### src/design/vc1_pkg.sv
/*
  Shared constants for the virtual channel resource 1 control and status block:
  register offsets, field positions, reset values and arbitration table layout.
  Assumes a 12-bit APB byte address and 32-bit data.
*/
package vc1_pkg;

  localparam int          ADDR_W        = 12;
  localparam int          DATA_W        = 32;

  // Register byte offsets
  localparam logic [11:0] CTL_OFFSET    = 12'h220;
  localparam logic [11:0] STS_OFFSET    = 12'h224;
  localparam logic [11:0] TBL_BASE      = 12'h260;
  localparam logic [11:0] TBL_LAST      = 12'h26C;

  // Arbitration table shape
  localparam int          TBL_WORDS     = 4;
  localparam int          TBL_IDX_W     = 2;
  localparam logic [1:0]  TBL_IDX_LAST  = 2'h3;

  // Control register fields
  localparam int          LOAD_BIT      = 16;
  localparam int          SCHEME_LSB    = 17;
  localparam int          SCHEME_MSB    = 19;
  localparam int          CHID_LSB      = 24;
  localparam int          CHID_MSB      = 26;
  localparam int          ENABLE_BIT    = 31;

  // Status register fields
  localparam int          COHERENCY_BIT = 16;
  localparam int          NEG_BIT       = 17;

  // Reset values
  localparam logic [2:0]  CHID_RST      = 3'h1;
  localparam logic        ENABLE_RST    = 1'h0;
  localparam logic [2:0]  SCHEME_RST    = 3'h0;
  localparam logic        COHERENCY_RST = 1'h0;
  localparam logic        NEG_RST       = 1'h0;

  // Arbitration schemes that read the table, one bit per scheme number
  localparam logic [7:0]  SCHEME_TABLE_MASK = 8'h38;

  // Loader latency from load start to done pulse, in cycles
  localparam int          LOAD_CYCLES   = 6;

  function automatic logic scheme_uses_table(input logic [2:0] sel);
    return SCHEME_TABLE_MASK[sel];
  endfunction

endpackage

### src/design/arb_table_if.sv
/*
  Connection to the arbitration table memory: one write port and two read
  ports, one for register reads and one for the table loader.
  Assumes all users run on pclk.
*/
`timescale 1ns/1ps
interface arb_table_if;
  logic                            wr_en;
  logic [vc1_pkg::TBL_IDX_W-1:0]   wr_idx;
  logic [vc1_pkg::DATA_W-1:0]      wr_data;
  logic                            ra_en;
  logic [vc1_pkg::TBL_IDX_W-1:0]   ra_idx;
  logic [vc1_pkg::DATA_W-1:0]      ra_data;
  logic                            rb_en;
  logic [vc1_pkg::TBL_IDX_W-1:0]   rb_idx;
  logic [vc1_pkg::DATA_W-1:0]      rb_data;

  modport mem    (input wr_en, wr_idx, wr_data, ra_en, ra_idx, rb_en, rb_idx,
                  output ra_data, rb_data);
  modport regs   (output wr_en, wr_idx, wr_data, ra_en, ra_idx, input ra_data);
  modport loader (output rb_en, rb_idx, input rb_data);
endinterface

### src/design/arb_table_mem.sv
/*
  Arbitration table storage with registered read data on both read ports.
  Assumes one clock and an asynchronous active-low reset that clears it.
*/
`timescale 1ns/1ps
module arb_table_mem (
  input wire logic          pclk,
  input wire logic          presetn,
  arb_table_if.mem          tif
);
  logic [vc1_pkg::DATA_W-1:0] mem_r [vc1_pkg::TBL_WORDS];

  always_ff @(posedge pclk or negedge presetn) begin
    if (!presetn) begin
      for (int i = 0; i < vc1_pkg::TBL_WORDS; i++) begin
        mem_r[i] <= '0;
      end
      tif.ra_data <= '0;
      tif.rb_data <= '0;
    end else begin
      if (tif.wr_en) begin
        mem_r[tif.wr_idx] <= tif.wr_data;
      end
      if (tif.ra_en) begin
        tif.ra_data <= mem_r[tif.ra_idx];
      end
      if (tif.rb_en) begin
        tif.rb_data <= mem_r[tif.rb_idx];
      end
    end
  end
endmodule

### src/design/arb_table_loader.sv
/*
  Streams the arbitration table words into the arbitration logic after a
  load start pulse, then pulses done together with the last word.
  Assumes start is only given while busy is low.
*/
`timescale 1ns/1ps
module arb_table_loader (
  input  wire logic                          pclk,
  input  wire logic                          presetn,
  input  wire logic                          start,
  arb_table_if.loader                        tif,
  output logic                               load_valid,
  output logic [vc1_pkg::TBL_IDX_W-1:0]      load_index,
  output logic [vc1_pkg::DATA_W-1:0]         load_data,
  output logic                               busy,
  output logic                               done
);
  typedef enum logic [1:0] {LD_IDLE, LD_READ, LD_DRAIN} ld_state_t;

  ld_state_t                        state_r, state_nxt;
  logic [vc1_pkg::TBL_IDX_W-1:0]    cnt_r, cnt_nxt;
  logic [vc1_pkg::TBL_IDX_W-1:0]    pidx_r, pidx_nxt;
  logic                             pend_r, pend_nxt;
  logic                             valid_r, valid_nxt;
  logic [vc1_pkg::TBL_IDX_W-1:0]    index_r, index_nxt;
  logic [vc1_pkg::DATA_W-1:0]       data_r, data_nxt;
  logic                             done_r, done_nxt;

  always_comb begin
    state_nxt  = state_r;
    cnt_nxt    = cnt_r;
    pidx_nxt   = pidx_r;
    pend_nxt   = 1'b0;
    tif.rb_en  = 1'b0;
    tif.rb_idx = cnt_r;
    done_nxt   = 1'b0;
    // Read data lands one cycle after the read is issued
    valid_nxt  = pend_r;
    index_nxt  = pend_r ? pidx_r : index_r;
    data_nxt   = pend_r ? tif.rb_data : data_r;
    case (state_r)
      LD_IDLE: begin
        if (start) begin
          state_nxt = LD_READ;
          cnt_nxt   = '0;
        end
      end
      LD_READ: begin
        tif.rb_en = 1'b1;
        pend_nxt  = 1'b1;
        pidx_nxt  = cnt_r;
        if (cnt_r == vc1_pkg::TBL_IDX_LAST) begin
          state_nxt = LD_DRAIN;
        end else begin
          cnt_nxt = cnt_r + 1'b1;
        end
      end
      LD_DRAIN: begin
        state_nxt = LD_IDLE;
        done_nxt  = 1'b1;
      end
      default: begin
        state_nxt = LD_IDLE;
      end
    endcase
  end

  always_ff @(posedge pclk or negedge presetn) begin
    if (!presetn) begin
      state_r <= LD_IDLE;
      cnt_r   <= '0;
      pidx_r  <= '0;
      pend_r  <= 1'b0;
      valid_r <= 1'b0;
      index_r <= '0;
      data_r  <= '0;
      done_r  <= 1'b0;
    end else begin
      state_r <= state_nxt;
      cnt_r   <= cnt_nxt;
      pidx_r  <= pidx_nxt;
      pend_r  <= pend_nxt;
      valid_r <= valid_nxt;
      index_r <= index_nxt;
      data_r  <= data_nxt;
      done_r  <= done_nxt;
    end
  end

  assign load_valid = valid_r;
  assign load_index = index_r;
  assign load_data  = data_r;
  assign done       = done_r;
  assign busy       = (state_r != LD_IDLE) || valid_r;
endmodule

### src/design/vc_resource1_ctl_status.sv
/*
  Control and status registers of virtual channel resource 1 with its port
  arbitration table, reached over APB, plus the table load sequence.
  Assumes one clock pclk, APB3 signalling and a synchronous negotiation input.
*/
// The APB slave port was left to the implementer.
`timescale 1ns/1ps
//
// Behaviour
// - Control bits 26:24 hold a read-write channel identifier that resets to 1.
// - Control bit 31 is a read-write channel enable, reset clear, that runs the channel.
// - Any software write to the arbitration table sets status bit 16.
// - Status bit 16 only means something when the selected scheme uses the table.
// - Status bit 17 shows negotiation pending, reset clear.
// - Writing one to control bit 16 requests a table load; zero does nothing; it reads 0.
// - Control bits 19:17 are a read-write arbitration scheme select.
module vc_resource1_ctl_status (
  input  wire logic                          pclk,
  input  wire logic                          presetn,
  input  wire logic                          psel,
  input  wire logic                          penable,
  input  wire logic                          pwrite,
  input  wire logic [vc1_pkg::ADDR_W-1:0]    paddr,
  input  wire logic [vc1_pkg::DATA_W-1:0]    pwdata,
  output logic                               pready,
  output logic [vc1_pkg::DATA_W-1:0]         prdata,
  output logic                               pslverr,
  input  wire logic                          negotiation_active,
  output logic                               channel_enable,
  output logic [2:0]                         channel_identifier,
  output logic [2:0]                         arbitration_scheme_select,
  output logic                               table_coherency_status,
  output logic                               load_valid,
  output logic [vc1_pkg::TBL_IDX_W-1:0]      load_index,
  output logic [vc1_pkg::DATA_W-1:0]         load_data,
  output logic                               load_busy
);
  arb_table_if tif ();

  logic                          enable_r, enable_nxt;
  logic [2:0]                    chid_r, chid_nxt;
  logic [2:0]                    scheme_r, scheme_nxt;
  logic                          coherency_r, coherency_nxt;
  logic                          rewritten_r, rewritten_nxt;
  logic                          neg_r, neg_nxt;
  logic [vc1_pkg::DATA_W-1:0]    prdata_r, prdata_nxt;
  logic                          rd_wait_r, rd_wait_nxt;

  logic                          is_ctl;
  logic                          is_sts;
  logic                          is_tbl;
  logic                          setup;
  logic                          wr_acc;
  logic                          rd_acc;
  logic                          load_start;
  logic                          load_done;
  logic [vc1_pkg::DATA_W-1:0]    ctl_word;
  logic [vc1_pkg::DATA_W-1:0]    sts_word;
  logic [vc1_pkg::ADDR_W-1:0]    tbl_off;

  // Address decode
  always_comb begin
    tbl_off = paddr - vc1_pkg::TBL_BASE;
    is_ctl  = (paddr == vc1_pkg::CTL_OFFSET);
    is_sts  = (paddr == vc1_pkg::STS_OFFSET);
    is_tbl  = (paddr >= vc1_pkg::TBL_BASE) && (paddr <= vc1_pkg::TBL_LAST)
              && (paddr[1:0] == 2'h0);
    setup   = psel && !penable;
    wr_acc  = psel && penable && pwrite && pready;
    rd_acc  = psel && penable && !pwrite && pready;
  end

  // Table reads cost one wait state, all else answers at once
  assign pready  = !rd_wait_r;
  assign pslverr = psel && penable && pready && !(is_ctl || is_sts || is_tbl);
  assign prdata  = prdata_r;

  // Read images; load request bit and reserved ranges are constant zero
  always_comb begin
    ctl_word = '0;
    ctl_word[vc1_pkg::ENABLE_BIT] = enable_r;
    ctl_word[vc1_pkg::CHID_MSB:vc1_pkg::CHID_LSB] = chid_r;
    ctl_word[vc1_pkg::SCHEME_MSB:vc1_pkg::SCHEME_LSB] = scheme_r;
    ctl_word[vc1_pkg::LOAD_BIT] = 1'b0;
    sts_word = '0;
    sts_word[vc1_pkg::COHERENCY_BIT] = coherency_r;
    sts_word[vc1_pkg::NEG_BIT] = neg_r;
  end

  // Table ports
  always_comb begin
    tif.wr_en   = wr_acc && is_tbl;
    tif.wr_idx  = tbl_off[vc1_pkg::TBL_IDX_W+1:2];
    tif.wr_data = pwdata;
    tif.ra_en   = setup && !pwrite && is_tbl;
    tif.ra_idx  = tbl_off[vc1_pkg::TBL_IDX_W+1:2];
  end

  // A load is only meaningful for table-driven schemes; the scheme written in
  // the same access counts. Requests during a running load are dropped.
  assign load_start = wr_acc && is_ctl && pwdata[vc1_pkg::LOAD_BIT]
                      && vc1_pkg::scheme_uses_table(pwdata[vc1_pkg::SCHEME_MSB:vc1_pkg::SCHEME_LSB])
                      && !load_busy;

  // Control and status next values
  always_comb begin
    enable_nxt    = enable_r;
    chid_nxt      = chid_r;
    scheme_nxt    = scheme_r;
    coherency_nxt = coherency_r;
    rewritten_nxt = rewritten_r;
    neg_nxt       = negotiation_active;
    if (wr_acc && is_ctl) begin
      enable_nxt = pwdata[vc1_pkg::ENABLE_BIT];
      chid_nxt   = pwdata[vc1_pkg::CHID_MSB:vc1_pkg::CHID_LSB];
      scheme_nxt = pwdata[vc1_pkg::SCHEME_MSB:vc1_pkg::SCHEME_LSB];
    end
    // Writes that land during a load keep the bit set after that load
    if (load_start) begin
      rewritten_nxt = 1'b0;
    end
    if (tif.wr_en && load_busy) begin
      rewritten_nxt = 1'b1;
    end
    if (load_done && !rewritten_r) begin
      coherency_nxt = 1'b0;
    end
    // Set wins over a clear in the same cycle
    if (tif.wr_en) begin
      coherency_nxt = 1'b1;
    end
  end

  // Read data path
  always_comb begin
    prdata_nxt  = prdata_r;
    rd_wait_nxt = rd_wait_r;
    if (setup && !pwrite) begin
      prdata_nxt  = is_ctl ? ctl_word : (is_sts ? sts_word : '0);
      rd_wait_nxt = is_tbl;
    end else if (rd_wait_r) begin
      prdata_nxt  = tif.ra_data;
      rd_wait_nxt = 1'b0;
    end
  end

  always_ff @(posedge pclk or negedge presetn) begin
    if (!presetn) begin
      enable_r    <= vc1_pkg::ENABLE_RST;
      chid_r      <= vc1_pkg::CHID_RST;
      scheme_r    <= vc1_pkg::SCHEME_RST;
      coherency_r <= vc1_pkg::COHERENCY_RST;
      rewritten_r <= 1'b0;
      neg_r       <= vc1_pkg::NEG_RST;
      prdata_r    <= '0;
      rd_wait_r   <= 1'b0;
    end else begin
      enable_r    <= enable_nxt;
      chid_r      <= chid_nxt;
      scheme_r    <= scheme_nxt;
      coherency_r <= coherency_nxt;
      rewritten_r <= rewritten_nxt;
      neg_r       <= neg_nxt;
      prdata_r    <= prdata_nxt;
      rd_wait_r   <= rd_wait_nxt;
    end
  end

  assign channel_enable            = enable_r;
  assign channel_identifier        = chid_r;
  assign arbitration_scheme_select = scheme_r;
  assign table_coherency_status    = coherency_r;

  arb_table_mem u_mem (
    .pclk    (pclk),
    .presetn (presetn),
    .tif     (tif.mem)
  );

  arb_table_loader u_loader (
    .pclk       (pclk),
    .presetn    (presetn),
    .start      (load_start),
    .tif        (tif.loader),
    .load_valid (load_valid),
    .load_index (load_index),
    .load_data  (load_data),
    .busy       (load_busy),
    .done       (load_done)
  );

  logic ctl_wr;
  logic ctl_rd;
  logic sts_rd;
  assign ctl_wr = wr_acc && is_ctl;
  assign ctl_rd = rd_acc && is_ctl;
  assign sts_rd = rd_acc && is_sts;
endmodule

### config.mk
export PLATFORM = sky130hd
export DESIGN_NAME = vc_resource1_ctl_status
export DESIGN_NICKNAME = d
export VERILOG_FILES = /design/src/design/vc1_pkg.sv /design/src/design/arb_table_if.sv /design/src/design/arb_table_mem.sv /design/src/design/arb_table_loader.sv /design/src/design/vc_resource1_ctl_status.sv
export SDC_FILE = /design/constraint.sdc
export NUM_CORES = 1
export LEC_CHECK = 0
export BUFFER_PORTS_ARGS = -buffer_cell sky130_fd_sc_hd__buf_2
export CORE_AREA = 2 2 174 125
export DETAILED_ROUTE_END_ITERATION = 12
export DIE_AREA = 0 0 176 127
export PLACE_DENSITY = 0.76
export REMOVE_ABC_BUFFERS = 1
export SYNTH_ARGS = -nofsm -noshare
export SYNTH_HDL_FRONTEND = slang
export SYNTH_SLANG_ARGS = --single-unit
export TNS_END_PERCENT = 10
### constraint.sdc
create_clock -name pclk -period 4.5 [get_ports pclk]
set_input_delay 0 -clock pclk [delete_from_list [all_inputs] [get_ports pclk]]
set_output_delay 0 -clock pclk [all_outputs]
set_load 0.03 [all_outputs]
* Word-level counts from Yosys, hierarchy flattened
Memory sizes are Yosys's and may differ from the RTL's. Cells that the tools add are included. Widths: inputs -> output; s select.
Word-level totals: register bits after elaboration 278, bits in latches 0, memory bits (writable) 0, memory bits (read-only) 8, bits of input ports 50, output and inout port bits 78, memories 1
Cells by class: $add $sub $neg 2, multipliers 0, div/mod/pow operators 0, $lt $le $gt $ge 6, equality and inequality tests 8, shift operators 0, mux-type cells 27, bitwise gates (word level) 2, reduce and logical (&&, ||, !) cells 36
Memories:
- (name not given) | words 8, width 1, read ports 1, clocked after memory_dff 0, write ports 0, RTL line vc1_pkg.sv:48 | return SCHEME_TABLE_MASK[sel];
Operators with widths (count):
- $mux 32 | 8
- $bmux 32 s2 | 2
- $bwmux 128 | 1
- $demux 32 s2 | 1
- $eq 12x10->1 const B | 2
- $logic_and 1x1->1 | 18
- $mux 18 | 1
- $ge 12x10->1 const B | 1
- $le 12x10->1 const B | 1
- $reduce_bool 2->1 | 5
- $mux 1 | 8
- $mux 2 | 4
- $pmux 2 s2 | 2
- $ge 3x3->1 const B | 2
- $logic_not 1->1 | 6
- $not 2->3 | 2
- $eq 2x2->1 const B | 2
- $logic_not 2->1 | 2
- $lt 3x4->1 const B | 1
- $ne 2x2->1 const B | 2
- $sub 4x1->4 const B | 1
- $logic_or 1x1->1 | 3
- $lt 3x1->1 const B | 1
- $reduce_and 3->1 | 1
- other kinds (4) | 4

* Logic depth before layout (Yosys ltp)
depth in word-level cells 9, depth in mapped cells 7

* Modules after synthesis
Synthesis repeated with hierarchy kept, for this count alone.
Unflattened totals: cells, all modules 879, area, all modules 12411.9 um^2
Modules (own cells, without submodules):
- arb_table_mem | times used 1, cells each 628, area each 8765.9 um^2, sequential area each 4804.6 um^2
- vc_resource1_ctl_status | times used 1, cells each 154, area each 1899.3 um^2, sequential area each 1077.3 um^2
- arb_table_loader | times used 1, cells each 97, area each 1746.7 um^2, sequential area each 1076.0 um^2

* Worst setup path before layout
No wires, ideal clock.
path kind register -> register, start register rd_wait_r, end register u_mem.mem_r[10] in the netlist's numbering, arrival time 1995 ps, slack 2377 ps, cell stages (with the launch flop) 8, buffers on the path 3, period minus slack after synthesis 2123 ps, cells stage by stage dfrtp_1 buf_2 nor3b_1 nand3_4 or3_1 buf_2 buf_6 mux2_1
On the way: word-level cells in the longest chain between the ends 3
Ends and longest elaborated chain:
- start: declaration | RTL line vc_resource1_ctl_status.sv:47 | logic rd_wait_r, rd_wait_nxt;
- start signal: assignment | RTL line vc_resource1_ctl_status.sv:165 | rd_wait_r <= rd_wait_nxt;
- $logic_not 1->1 | RTL line vc_resource1_ctl_status.sv:74 | assign pready = !rd_wait_r;
- $logic_and 1x1->1 | RTL line vc_resource1_ctl_status.sv:69 | wr_acc = psel && penable && pwrite && pready;
- $logic_and 1x1->1 | RTL line vc_resource1_ctl_status.sv:92 | tif.wr_en = wr_acc && is_tbl;
- end signal: indexed assignment | RTL line arb_table_mem.sv:22 | mem_r[tif.wr_idx] <= tif.wr_data;
- end: declaration | RTL line arb_table_mem.sv:11 | logic [vc1_pkg::DATA_W-1:0] mem_r [vc1_pkg::TBL_WORDS];
Every way passes these cells. A chain may end at the register's enable or synchronous reset.

* Final worst setup path
Same ends and word-level chain as after synthesis.

==> key figures <==
Outcome
  – Status: completed

Power and ir drop
  – LEAKAGE: around 7.3 nW
  – Power per cell area: 343 nW/um^2
  – VDD IR max: 0.000272 V

Final layout
  – Syn-to-layout area delta: 17.5%
  – Layout Cells excl Fill: 1263
  – Fill cells: 1436
  – Most frequent cells in the layout: dfrtp_1 (273), mux2_2 (166), buf_2 (126)
  – Layout Utilization: around 70%
  – Multi-input logic area: about 5000 um^2
  – Layout cell share with drive strength beyond 1: 46.0%
  – NumNets Final: 1018
  – Storage element area: about 7000 um^2
  – Cell area after layout: around 14000 um^2
  – Diodes inserted: 0
  – Most common cell after layout, fill and taps aside: dfrtp_1

Route
  – Routed WL: 26200 um
  – Detailed-route via count: between 7k and 8k
  – Routed len/inst: approximately 21 um
  – 1st-iter DRT viols: ~380
  – First-pass iteration count of the detailed router: 4
  – Vias per cell: 5.77
  – Post-DRT Antenna Nets: 0
  – Remaining DRCs: 0

Timing
  – Worst Skew: 0.00928 ns
  – Max Freq: 372 MHz
  – WHS: 0.0121 ns
  – Setup TNS: 0 ns
  – Fin crit period: 2.69 ns
  – Worst slew pin tran: 1.16 ns
  – Slew Viols, Final: 0
  – Endpoints failing setup: 0
  – Final worst-path cycle share: 59.7%
  – Final hold violations: 0
  – RSZ-0062 raised after global routing: false
  – Slew margin rel.: between 20% and 30%

CTS
  – CTS Sinks: between 200 and 300
  – Clk Tree Root Cell: clkbuf_16
  – Max Buffers Root-to-Sink: 3
  – Number of post-CTS setup repair buffers: 0
  – CTS buffer count: 26
  – TritonCTS clock tree: built
  – Worst skew pair latency: 0.53 ns
  – Number of H-tree levels: 1
  – Clock-pin slew on the worst setup and hold paths: 0.06 ns

Global route
  – First-pass GRT wire length: 43400 um
  – Final global-route overflow total: 0
  – Gr usage total: 24.9%
  – Initial antenna violation count: 0
  – Largest net degree at the start of global routing: roughly 120
  – Vias in the first global route: 7765

Placement
  – Placed wire-length estimate: around 16000 um
  – Inst Count DP: 1179
  – RePlAce Congestion: 0.718
  – Port bufs: 127
  – Dpl cell area: 13100 um^2

Critical path
  – Crit path max fanout: 32
  – CP max stage cell: or3_2
  – Startpoint types: register
  – Crit. End Element: register
  – Crit path required time: 4.91 ns
  – Crit path DAT: 3.10 ns
  – Crit path kind: register to register
  – Delay of the slowest critical-path stage: approximately 0.93 ns
  – CP cell instances: nor3b_1 > nand3_4 > or3_2 > mux2_1

Synth
  – Flop and latch count out of synthesis: 278
  – Yosys cell types: 34
  – Post-Synthesis Cells: 817
  – YS warnings: 0
  – Avg Inst Size Synth: between 10 and 15 um^2
  – Register area share after synthesis: 57.1%
  – Post-Synthesis Cell Area: between 10000 and 15000 um^2

Flow run
  – MaxCap Viol Count: 0

Die
  – Starting density of the core: 59.4%
  – FP Rows: 44
  – Chip width: 176 um
  – IO Pins: 128
  – Die H: between 100 and 150 um
  – Die area: 22400 um^2
  – Core ar.: between 20000 and 25000 um^2

Hold path
  – Worst min-delay path class: input port to register
[registers in the layout (all words and copies together), names as in the netlist, 2 cells and up]
| signal | flops |
|---|---|
| arbitration_scheme_select | 3 |
| channel_identifier | 3 |
| prdata | 32 |
| u_loader.load_data | 32 |
| u_loader.load_index | 2 |
| u_loader.pidx_r | 2 |
| u_loader.state_r | 2 |
| u_loader.tif.rb_idx | 2 |
| u_mem.mem_r | 128 |
| u_mem.tif.ra_data | 32 |
| u_mem.tif.rb_data | 32 |
[metrics by stage]
stage / power (mW) / setup slack, ns
floorplan: 2.58 / 0.450
global placement: 2.70 / 1.88
detailed placement: 2.70 / 1.81
CTS: 4.96 / 1.79
global route: 5.08 / 1.67
finish: 4.91 / 1.81
[routing by layer]
metal | global-route usage [%] | vias to the layer above | share of wire [%]
met5 | 0 | - | 0
li1 | - | 3240 | -
met1 | 38.4 | 3800 | 45
met3 | 3.42 | 38 | 7.0
met4 | 5.35 | 0 | 1.6
met2 | 38.7 | 208 | 46
[worst paths after layout]
kind,start,end,slack [ns],cells past startpoint
max in group asynchronous,presetn,u_loader.pend_r,3.13,3
setup / recovery,rd_wait_r,u_mem.mem_r[10],1.81,4
hold reg to reg,u_mem.tif.rb_data[28],u_mem.tif.rb_data[28],0.47,2
min in group asynchronous,presetn,u_loader.load_data[18],0.12,2
setup reg to reg,rd_wait_r,u_mem.mem_r[10],1.81,4
hold / removal,psel,table_coherency_status,0.01,5
[critical path: cells and delay by family (launching register included)]
family / cells / cell delay [ns]
flops: 1 / 0.40
mux: 1 / 0.50
simple gates: 3 / 1.63
[power by group]
group	total, mW	switching, mW	internal (mW)
Clock	2.24	0.923	1.32
Sequential	2.50	0.00195	2.50
Combinational	0.170	0.110	0.0600
Total	4.91	1.03	3.88
[kinds of logic after synthesis]
logic type               after synthesis  synth area share (%)
AND/OR/NAND/NOR                      167                  6.08
flip-flops                           278                  57.1
multiplexers                         299                  34.0
AO/OA/AOI/OAI                         13                 0.554
buffers and inverters                 59                  2.16
adder cells (fa/ha/maj)                1                 0.103
[timing repair]
item	CTS	global route
endpoints found under the hold margin	255	0
hold buffers	36	0
gates resized for setup	0	0
endpoints found under the setup margin	0	0
[synth_stat cells]
master / number / area, um^2
and4bb_4: 1 / 16.3
nand3b_1: 1 / 7.51
nor2b_1: 1 / 6.26
nand4_1: 4 / 25.0
o21ai_0: 12 / 60.1
nor4b_2: 1 / 15.0
and2_1: 1 / 6.26
clkbuf_1: 21 / 78.8
buf_2: 16 / 80.1
nand3_1: 3 / 15.0
a211oi_1: 1 / 7.51
ha_1: 1 / 12.5
or3_1: 1 / 6.26
buf_1: 11 / 41.3
nand2_1: 112 / 420
nand2b_1: 4 / 25.0
dfrtp_1: 277 / 6930
mux2_4: 28 / 420
dfstp_2: 1 / 26.3
inv_2: 1 / 3.75
mux2_1: 8 / 90.1
and3_1: 1 / 6.26
mux4_2: 64 / 1440
and4_1: 1 / 8.76
nand3_4: 1 / 17.5
mux2i_1: 33 / 330
buf_6: 3 / 33.8
nor2_1: 26 / 97.6
nor4_1: 1 / 6.26
inv_1: 7 / 26.3
nor3_1: 2 / 10.0
nor3_2: 3 / 30.0
nor3b_1: 3 / 22.5
mux2_2: 166 / 1870
[cell type report]
cell class,instances,area share [%]
sequential,278,48.6
timing repair buffer,173,7.63
clock inverter,6,0.384
multi-input combinational,480,34.9
tap,276,2.41
inverter,8,0.210
clock buffer,42,5.81
Note: power is estimated with default switching activity, not from simulation.
